### src/tc2_pkg.sv
// Package: register map, field layout, modes and state carrier for timer 2
package tc2_pkg;

   // ==========================================================
   // Register byte offsets on APB
   localparam logic [7:0] OFS_CONTROL = 8'h00;
   localparam logic [7:0] OFS_MODE    = 8'h04;
   localparam logic [7:0] OFS_COUNT   = 8'h08;
   localparam logic [7:0] OFS_CAPREL  = 8'h0C;
   localparam logic [7:0] OFS_STATUS  = 8'h10;
   localparam logic [7:0] OFS_MASK    = 8'h14;

   // ==========================================================
   // Control register bit positions
   localparam int BIT_OVERFLOW = 7;
   localparam int BIT_EXTERNAL = 6;
   localparam int BIT_RX_CLK   = 5;
   localparam int BIT_TX_CLK   = 4;
   localparam int BIT_EXT_EN   = 3;
   localparam int BIT_RUN      = 2;
   localparam int BIT_COUNTER  = 1;
   localparam int BIT_CAPTURE  = 0;

   // Mode register bit positions
   localparam int BIT_DOWN_EN  = 0;
   localparam int BIT_SIX_CLK  = 1;

   // Interrupt status bit positions
   localparam int IRQ_OVERFLOW = 0;
   localparam int IRQ_EXTERNAL = 1;

   // ==========================================================
   // Reset values and counter constants
   localparam logic [7:0]  RST_CONTROL = 8'h00;
   localparam logic [1:0]  RST_MODE    = 2'h0;
   localparam logic [15:0] COUNT_TOP   = 16'hFFFF;
   localparam logic [15:0] COUNT_ONE   = 16'h0001;

   // ==========================================================
   // Tick rates in oscillator cycles
   localparam logic [3:0] MACH_DIV_SIX    = 4'h6;
   localparam logic [3:0] MACH_DIV_TWELVE = 4'hC;
   localparam logic [3:0] BAUD_DIV_SIX    = 4'h1;
   localparam logic [3:0] BAUD_DIV_TWELVE = 4'h2;

   // ==========================================================
   // Operating modes
   typedef enum logic [1:0] {
      TC2_OFF,
      TC2_AUTO,
      TC2_CAPTURE,
      TC2_BAUD
   } tc2_mode_t;

   // Whole state of the timer top
   typedef struct packed {
      logic [7:0]  control;
      logic [1:0]  mode;
      logic [15:0] count;
      logic [15:0] caprel;
      logic [1:0]  status;
      logic [1:0]  mask;
      logic [31:0] prdata;
      logic        pready;
      logic        pslverr;
      logic        irq;
      logic        baud_pulse;
      logic        rx_use;
      logic        tx_use;
   } tc2_state_t;

   // Mode decode from run, serial selects and capture select
   function automatic tc2_mode_t tc2_decode(input logic [7:0] c);
      if (!c[BIT_RUN])
         return TC2_OFF;
      else if (c[BIT_RX_CLK] | c[BIT_TX_CLK])
         return TC2_BAUD;
      else if (c[BIT_CAPTURE])
         return TC2_CAPTURE;
      else
         return TC2_AUTO;
   endfunction

endpackage

### src/tc2_sync_edge.sv
// Two-stage pin synchroniser with falling edge pulse
`timescale 1ns/1ns
module tc2_sync_edge (
   input  wire logic pclk,
   input  wire logic presetn,
   input  wire logic pin,
   output logic      level,
   output logic      fall
);

   // ==========================================================
   // Synchroniser
   logic meta;
   logic prev;

   // Stage one feeds only stage two; pins idle high
   always_ff @(posedge pclk or negedge presetn) begin
      if (!presetn) begin
         meta  <= 1'b1;
         level <= 1'b1;
         prev  <= 1'b1;
      end else begin
         meta  <= pin;
         level <= meta;
         prev  <= level;
      end
   end

   // One-cycle pulse on a 1-to-0 transition
   assign fall = prev & ~level;

endmodule

### src/tc2_tick_div.sv
// Machine-cycle and baud-rate tick dividers
`timescale 1ns/1ns
module tc2_tick_div (
   input  wire logic pclk,
   input  wire logic presetn,
   input  wire logic six_clock,
   output logic      mach_tick,
   output logic      baud_tick
);

   // ==========================================================
   // Dividers
   logic [3:0] mach_cnt;
   logic [3:0] baud_cnt;
   logic [3:0] mach_div;
   logic [3:0] baud_div;

   // Wrap test shared by both dividers
   function automatic logic at_end(input logic [3:0] c,
                                   input logic [3:0] d);
      return c >= (d - 4'h1);
   endfunction

   assign mach_div = six_clock ? tc2_pkg::MACH_DIV_SIX
                               : tc2_pkg::MACH_DIV_TWELVE;
   assign baud_div = six_clock ? tc2_pkg::BAUD_DIV_SIX
                               : tc2_pkg::BAUD_DIV_TWELVE;

   // Mode switch mid-period shortens (twelve to six) or stretches (six to twelve) one period
   always_ff @(posedge pclk or negedge presetn) begin
      if (!presetn) begin
         mach_cnt  <= 4'h0;
         baud_cnt  <= 4'h0;
         mach_tick <= 1'b0;
         baud_tick <= 1'b0;
      end else begin
         mach_tick <= at_end(mach_cnt, mach_div);
         baud_tick <= at_end(baud_cnt, baud_div);
         mach_cnt  <= at_end(mach_cnt, mach_div) ? 4'h0 : mach_cnt + 4'h1;
         baud_cnt  <= at_end(baud_cnt, baud_div) ? 4'h0 : baud_cnt + 4'h1;
      end
   end

endmodule

### src/tc2_timer.sv
// Timer 2 top: 16-bit capture, auto-reload and baud-rate timer on APB
//
// Summary of operation
// - 16-bit counter on machine ticks (baud ticks in baud mode) or count pin, by counter select
// - Mode from serial selects, capture select and run bit; run 0 stops
// - Capture mode, external enable clear: plain timer, overflow sets flag
// - Capture mode, external enable set: trigger falling edge copies count, sets external flag
// - Both flags share one interrupt; software reads both to tell apart
// - Capture mode never reloads; timer ticks at osc/6 or osc/12
// - Reset clears down-count enable; when set in auto-reload mode, trigger picks direction
// - Auto-reload up: overflow past FFFF sets flag and reloads count
// - Auto-reload with external enable: trigger fall reloads, sets flag
// - Up/down with trigger high: count up, overflow sets flag, reloads
// - Up/down with trigger low: down to reload value, flag, load FFFF
// - Up/down mode toggles external flag on wraps, no interrupt from it
// - Receive clock select routes timer overflow to serial receive clock
// - Transmit clock select routes timer overflow to serial transmit
// - Baud mode rollover reloads count without flag or interrupt
// - Baud mode with external enable: trigger fall sets external flag without reload
`timescale 1ns/1ns
module tc2_timer (
   input  wire logic        pclk,
   input  wire logic        presetn,
   input  wire logic        psel,
   input  wire logic        penable,
   input  wire logic        pwrite,
   input  wire logic [7:0]  paddr,
   input  wire logic [31:0] pwdata,
   output logic [31:0]      prdata,
   output logic             pready,
   output logic             pslverr,
   input  wire logic        count_pin,
   input  wire logic        trigger_input,
   output logic             irq,
   output logic             baud_overflow,
   output logic             rx_clock_select,
   output logic             tx_clock_select
);

   // ==========================================================
   // Pin synchronisers and tick dividers
   logic cnt_level;
   logic cnt_fall;
   logic trg_level;
   logic trg_fall;
   logic mach_tick;
   logic baud_tick;

   tc2_pkg::tc2_state_t s;
   tc2_pkg::tc2_state_t next_s;

   tc2_sync_edge u_cnt_sync (
      .pclk    (pclk),
      .presetn (presetn),
      .pin     (count_pin),
      .level   (cnt_level),
      .fall    (cnt_fall)
   );

   tc2_sync_edge u_trg_sync (
      .pclk    (pclk),
      .presetn (presetn),
      .pin     (trigger_input),
      .level   (trg_level),
      .fall    (trg_fall)
   );

   tc2_tick_div u_div (
      .pclk      (pclk),
      .presetn   (presetn),
      .six_clock (s.mode[tc2_pkg::BIT_SIX_CLK]),
      .mach_tick (mach_tick),
      .baud_tick (baud_tick)
   );

   // ==========================================================
   // Event decode
   tc2_pkg::tc2_mode_t mode;
   logic step;
   logic updown;
   logic count_up;
   logic wrap_up;
   logic wrap_dn;
   logic ext_edge;
   logic set_ovf;
   logic set_ext;
   logic tog_ext;
   logic reload;
   logic setup;
   logic access;
   logic mapped;
   logic [31:0] rd_value;

   // Count source and wrap detection
   always_comb begin
      mode     = tc2_pkg::tc2_decode(s.control);
      step     = (mode != tc2_pkg::TC2_OFF) &
                 (s.control[tc2_pkg::BIT_COUNTER] ? cnt_fall :
                  (mode == tc2_pkg::TC2_BAUD) ? baud_tick : mach_tick);
      updown   = (mode == tc2_pkg::TC2_AUTO) &
                 s.mode[tc2_pkg::BIT_DOWN_EN];
      count_up = ~updown | trg_level;
      wrap_up  = step & count_up & (s.count == tc2_pkg::COUNT_TOP);
      wrap_dn  = step & ~count_up & (s.count == s.caprel);
      ext_edge = trg_fall & s.control[tc2_pkg::BIT_EXT_EN] &
                 (mode != tc2_pkg::TC2_OFF) & ~updown;
      // baud rollover raises no overflow flag
      set_ovf  = (wrap_up | wrap_dn) & (mode != tc2_pkg::TC2_BAUD);
      set_ext  = ext_edge;
      // toggle instead of interrupt in up/down mode
      tog_ext  = updown & (wrap_up | wrap_dn);
      // trigger reload in plain auto-reload only
      reload   = (mode == tc2_pkg::TC2_AUTO) & ~updown & ext_edge;
   end

   // APB phase and address decode
   always_comb begin
      setup  = psel & ~penable;
      access = psel & penable & s.pready;
      mapped = 1'b1;
      case (paddr)
         tc2_pkg::OFS_CONTROL: rd_value = {24'h00_0000, s.control};
         tc2_pkg::OFS_MODE:    rd_value = {30'h0000_0000, s.mode};
         tc2_pkg::OFS_COUNT:   rd_value = {16'h0000, s.count};
         tc2_pkg::OFS_CAPREL:  rd_value = {16'h0000, s.caprel};
         tc2_pkg::OFS_STATUS:  rd_value = {30'h0000_0000, s.status};
         tc2_pkg::OFS_MASK:    rd_value = {30'h0000_0000, s.mask};
         default: begin
            rd_value = 32'h0000_0000;
            mapped   = 1'b0;
         end
      endcase
   end

   // ==========================================================
   // Next state
   always_comb begin
      next_s            = s;
      next_s.pready     = setup;
      next_s.pslverr    = setup & ~mapped;
      next_s.prdata     = setup ? rd_value : s.prdata;
      next_s.baud_pulse = 1'b0;

      // Counter update per mode
      case (mode)
         tc2_pkg::TC2_CAPTURE: begin
            if (step)
               next_s.count = s.count + tc2_pkg::COUNT_ONE;
            if (ext_edge)
               next_s.caprel = s.count;
         end
         tc2_pkg::TC2_AUTO: begin
            if (wrap_up | reload)
               next_s.count = s.caprel;
            else if (wrap_dn)
               next_s.count = tc2_pkg::COUNT_TOP;
            else if (step & count_up)
               next_s.count = s.count + tc2_pkg::COUNT_ONE;
            else if (step)
               next_s.count = s.count - tc2_pkg::COUNT_ONE;
         end
         tc2_pkg::TC2_BAUD: begin
            // rollover reloads and clocks serial port
            if (wrap_up) begin
               next_s.count      = s.caprel;
               next_s.baud_pulse = 1'b1;
            end else if (step) begin
               next_s.count = s.count + tc2_pkg::COUNT_ONE;
            end
         end
         default: begin
            next_s.count = s.count;
         end
      endcase

      // Software writes at the access edge win over counting
      if (access & pwrite) begin
         case (paddr)
            tc2_pkg::OFS_CONTROL: next_s.control = pwdata[7:0];
            tc2_pkg::OFS_MODE:    next_s.mode    = pwdata[1:0];
            tc2_pkg::OFS_COUNT:   next_s.count   = pwdata[15:0];
            tc2_pkg::OFS_CAPREL:  next_s.caprel  = pwdata[15:0];
            tc2_pkg::OFS_MASK:    next_s.mask    = pwdata[1:0];
            default:              next_s.mask    = next_s.mask;
         endcase
      end

      // hardware sets flags, up/down mode toggles external flag; set beats a same-cycle clear
      if (set_ovf)
         next_s.control[tc2_pkg::BIT_OVERFLOW] = 1'b1;
      if (set_ext)
         next_s.control[tc2_pkg::BIT_EXTERNAL] = 1'b1;
      if (tog_ext)
         next_s.control[tc2_pkg::BIT_EXTERNAL] =
            ~s.control[tc2_pkg::BIT_EXTERNAL];

      // Sticky status, cleared by read, new events win
      if (access & ~pwrite & (paddr == tc2_pkg::OFS_STATUS))
         next_s.status = 2'b00;
      if (set_ovf)
         next_s.status[tc2_pkg::IRQ_OVERFLOW] = 1'b1;
      if (set_ext)
         next_s.status[tc2_pkg::IRQ_EXTERNAL] = 1'b1;

      // one shared interrupt for both causes
      next_s.irq    = |(next_s.status & next_s.mask);
      next_s.rx_use = next_s.control[tc2_pkg::BIT_RX_CLK];
      next_s.tx_use = next_s.control[tc2_pkg::BIT_TX_CLK];
   end

   // State register
   always_ff @(posedge pclk or negedge presetn) begin
      if (!presetn) begin
         s         <= '0;
         s.control <= tc2_pkg::RST_CONTROL;
         s.mode    <= tc2_pkg::RST_MODE;
      end else begin
         s <= next_s;
      end
   end

   // Outputs straight from state flops
   assign prdata          = s.prdata;
   assign pready          = s.pready;
   assign pslverr         = s.pslverr;
   assign irq             = s.irq;
   assign baud_overflow   = s.baud_pulse;
   assign rx_clock_select = s.rx_use;
   assign tx_clock_select = s.tx_use;

   logic cnt_wr;
   assign cnt_wr = access & pwrite & (paddr == tc2_pkg::OFS_COUNT);
endmodule

### config.mk
export PLATFORM = sky130hd
export DESIGN_NAME = tc2_timer
export DESIGN_NICKNAME = d
export VERILOG_FILES = /design/src/tc2_pkg.sv /design/src/tc2_sync_edge.sv /design/src/tc2_tick_div.sv /design/src/tc2_timer.sv
export SDC_FILE = /design/constraint.sdc
export NUM_CORES = 1
export LEC_CHECK = 0
export ABC_AREA = 1
export BUFFER_PORTS_ARGS = -buffer_cell sky130_fd_sc_hd__buf_2
export CORE_MARGIN = 3
export CORE_UTILIZATION = 40
export CTS_CLUSTER_SIZE = 16
export DETAILED_ROUTE_END_ITERATION = 7
export HOLD_SLACK_MARGIN = 0.12
export SYNTH_ARGS = -nofsm -noshare
export SYNTH_HDL_FRONTEND = slang
export SYNTH_SLANG_ARGS = --single-unit
### constraint.sdc
create_clock -name pclk -period 3.69 [get_ports pclk]
set_input_delay 0.369 -clock pclk [delete_from_list [all_inputs] [get_ports pclk]]
set_output_delay 0.369 -clock pclk [all_outputs]
set_load 0.005 [all_outputs]
# [Word-level counts from Yosys, hierarchy flattened]
# Index checks and enable logic that the tools add are counted.
[word_totals] reg_bits=100 word_cells=127
[op_classes] n_lt_le_gt_ge=2 eq_ne=11 n_addsub=6 reduce_logical=12 n_bitwise=35 muxes=35
[op_table] operator="2-to-1 mux 16 bit" count=10
[op_table] operator="one-hot mux 16 bit (6 select lines)" count=1
[op_table] operator="one-hot mux 16 bit (3 select lines)" count=1
[op_table] operator="2-to-1 mux 42 bit" count=1
[op_table] operator="AND 1 bit" count=22
[op_table] operator="adder 16 x 1 -> 16 bit (second input constant)" count=1
[op_table] operator="== test 16 bit" count=1
[op_table] operator="== test 16 bit (second input constant)" count=1
[op_table] operator="== test 8 x 4 -> 1 bit (second input constant)" count=2
[op_table] operator="== test 8 x 5 -> 1 bit (second input constant)" count=2
[op_table] operator="2-to-1 mux 2 bit" count=8
[op_table] operator="subtractor 16 x 1 -> 16 bit (second input constant)" count=1
[op_table] operator="2-to-1 mux 4 bit" count=3
[op_table] operator="2-to-1 mux 1 bit" count=10
[op_table] operator="adder 4 x 1 -> 4 bit (second input constant)" count=2
[op_table] operator="== test 8 x 3 -> 1 bit (second input constant)" count=1
[op_table] operator=">= comparator 4 bit" count=2
[op_table] operator="logical NOT 8 bit" count=1
[op_table] operator="2-to-1 mux 8 bit" count=1
[op_table] operator="inverter 1 bit" count=8
[op_table] operator="AND reduction 2 bit" count=4
[op_table] operator="subtractor 4 x 1 -> 4 bit (second input constant)" count=2
[op_table] operator="nonzero test 2 bit" count=3
[op_table] operator="nonzero test 3 bit" count=2
[op_table] operator="7 further kinds" count=11

# [Logic depth before layout (Yosys ltp)]
[depth] depth_word=17 ltp_mapped=16 mapped_depth_nobuf=14

# [Cells and area by module]
# A second synthesis with hierarchy kept.
[unflattened] hier_cells=932 hier_area_um2=6362.4
[modules_own_cells] module="tc2_timer" instances=1 cells_each=875 area_each_um2=5695.5
[modules_own_cells] module="tc2_tick_div" instances=1 cells_each=47 area_each_um2=489.2
[modules_own_cells] module="tc2_sync_edge" instances=2 cells_each=5 area_each_um2=88.8

# [Worst setup path after synthesis]
# OpenSTA, ideal clock, no wires.
[synth_path] kind="register to register" start="register s[58] (netlist bit)" end="register s[69] (netlist bit)" setup_ns=0.113 arrival_ns=1.797 slack_ns=1.780 stages_incl_launch_ff=14 path_cell_list="dfrtp_1 -> ha_1 -> nand3_2 -> inv_1 -> nand2_1 -> nor2_2 -> nand4_2 -> nand2_2 -> nand2_2 -> buf_6 -> a22oi_2 -> nand3_1 -> nand2_1 -> inv_1"
[synth_lines] element="from (decl)" line_no="tc2_timer.sv:49" rtl="tc2_pkg::tc2_state_t s;"
[synth_lines] element="from (signal assigned)" line_no="tc2_timer.sv:218" rtl="s <= next_s;"

==> impl_metrics.ini <==
[global_route]
grt_pass1_wl_um = 25700
grt_usage_pct = 19.9
grt_pass1_vias = 4923
grt_max_degree = 83
antenna_found_initial = 0
gr-total-overflow = 0

[critical_path]
crit_path_frequent_cell = nand2_1
cp.required_ns = 3.98
cp_max_fo = 11
worstSetupEndpointType = flop
crit_chain = o21ai_2 > nand2_1 > nand3_2 > nand2_4 > nand3_2 > nor2_1 > nand2_1 > a21oi_4 > nand2_1 > nand4_1 > nand2_1 > inv_1
startpoint_type = flop
cp_top_family = simple AND/OR/NAND/NOR gates
crit_slowest_cell = dfrtp_1
worst-path-buf-inv = 1
crit_type = flop to flop
slowest_delay_ns = 0.74
worstPathArrival_ns = 2.91

[detailed_routing]
dr_wl_met2_um = 7330
drc_errors = 0
viasPerCell = 5.12
drtIter0Drc = 455
routed.top_layer = met4
dr_total_vias = 5402
wl_um = 15800
wirelength_met1_um = 7440
wl_met3_um = 775
drt_first_pass_iters = 5
drt.antenna.violating_nets = 0
wl_per_cell_um = 15.0

[die]
rows = 43
pin_count = 85
die_h_um = 128
core_area_um2 = 14200
start_util_pct = 41.7
die_x_um = 128
die_area_um2 = 16300

[yosys]
synthTopCellsByCount = 223 x nand2_1, 102 x inv_1, 90 x nor2_1, 76 x dfrtp_1, 53 x a21oi_1
syn_inst = 852
syn_avg_cell_area_um2 = 6.96
yosysMostFrequentCell = nand2_1
netlist_area_um2 = 5930
synthFlopType = dfrtp_1
ys_ff_latch = 82
synth-async-reset-ratio_pct = 100
ys_top_cells_by_area = dfrtp_1 32%, nand2_1 14%, inv_1 6.5%
synth_largest_area_cell = dfrtp_1
yosysSeqAreaShare_pct = 34.7
synth_edf_count = 0
synth.distinct_cells = 40
yosysWarnings = 0
synth_top_area_share_pct = 32.1

[clock_tree]
htreeDepth = 3
root_buffer = clkbuf_16
cts_buffers = 9
cts_sinks = 82
cts_resized = 0
insertion_delay_ns = 0.35
ctsLongestPathBuffers = 2
clk_pin_slew_ns = 0.07
cts_tree = built

[run]
cap_violations = 0

[timing]
fmax_mhz = 381
final_max_slew_viol_count = 0
fin_tns_setup_ns = 0
slew_headroom_pct = 32.4
period_minus_slack_ns = 2.62
worstMarginPinSlew_ns = 1.01
hold_viol = 0
setup_viol = 0
rsz0062_at_grt = no
fin_ws_ns = 1.07
holdWs_ns = 0.181
period_share_pct = 71.1
fin_worst_skew_ns = 0.00785

[power_and_ir_drop]
vdd_ir_drop_max_mv = 0.193
p_leak_uw = 0.00315
p_per_area_nw_per_um2 = 395

[placed_design]
port_buffers = 52
placed_cell_area_um2 = 6070
dpl.hpwl_um = 11300
routabilityCongestion = 0.951
place_ws_ns = 1.10

[hold_path]
hold_class = input port to asynchronous set/reset pin

[layout]
drive_above_1_share_pct = 12.6
area_growth_pct = 7.77
fin_util_pct = 45.0
final_area_um2 = 6390
diodes = 0
layout.nets = 926

[outcome]
status = finished, final reports clean
[power by group]
group          internal [µW]  total [µW]  switching (µW)
sequential               966        1050            79.3
combinational            199         544             346
clock                    536         933             397
total                   1700        2520             822
[cells in the final DEF, fill, tap and decap left out, types with 17 or more instances in the layout]
cell type	n
conb_1	17
inv_1	102
a21oi_1	53
nand3_1	32
o211ai_1	18
o21ai_0	51
nor2_1	90
buf_2	51
o22ai_1	18
nand2_1	223
dfrtp_1	76
xor2_1	34
nand4_1	19
[routing by layer]
layer  vias to the layer above  track usage (%)
li1                       2721                -
met1                      2519             28.2
met2                       145             31.5
met3                        17             2.46
met4                         0             6.99
met5                         -                0
[area by class of cell]
class                      instances  area, µm²
sequential                        82       2060
timing repair buffer              59        320
clock buffer                      10        229
tap                              180        225
clock inverter                     6       72.6
multi-input combinational        611       3070
inverter                         108        408
fill                            1503       7820
[timing repair]
action | 4_1_cts | 5_1_grt
hold buffers | 2 | 0
hold endpoints to repair | 2 | 0
setup buffers | 0 | 0
[per-stage QoR]
| step | cells | power (µW) |
|---|---|---|
| after floorplan | 868 | 1480 |
| after global placement | 1038 | 1600 |
| after detailed placement | 1038 | 1600 |
| after CTS | 1056 | 2540 |
| after global routing | 1056 | 2680 |
| final | 1056 | 2520 |
[kinds of logic (layout without fill, tap and decap cells)]
family                     Yosys count  after routing  share of synthesized area [%]
and+or+nand+nor                    397            397                           28.9
buffers and inverters              175            183                           14.4
AOI/OAI and AO/OA                  153            153                           14.9
DFF                                 82             82                           34.7
xor gates and xnor gates            35             35                           5.17
adders and majority gates            8              8                           1.69
other                                1             17                         0.0633
muxes                                1              1                          0.169
[registers in the layout, summed over array words and instances, names as in the netlist]
name and count:
u_div.mach_cnt 4, u_div.baud_tick 1, u_trg_sync.meta 1, u_trg_sync.level 1, u_cnt_sync.meta 1, s 46, irq 1, pready 1
pslverr 1, baud_overflow 1, prdata 16, u_cnt_sync.level 1, u_div.mach_tick 1, u_trg_sync.prev 1, u_cnt_sync.prev 1, u_div.baud_cnt 4
[worst paths after layout]
check	start	to	slack, ns	depth (start not counted)
max in group asynchronous	presetn	s[61]	2.84	1
max reg2reg	s[78]	s[60]	1.07	12
min in group pclk	pwdata[0]	s[58]	0.26	3
min	presetn	u_div.mach_cnt[0]	0.18	1
max	s[78]	s[60]	1.07	12
min reg2reg	u_cnt_sync.meta	u_cnt_sync.level	0.36	0
[worst reg2reg max path, cell delays in order, from the launching register on]
cell,delay (ns)
dfrtp_1,0.74
o21ai_2,0.21
nand2_1,0.12
nand3_2,0.12
nand2_4,0.14
nand3_2,0.18
nor2_1,0.17
nand2_1,0.18
a21oi_4,0.39
nand2_1,0.10
nand4_1,0.10
nand2_1,0.05
inv_1,0.05
(Power assumes the default switching activity.)
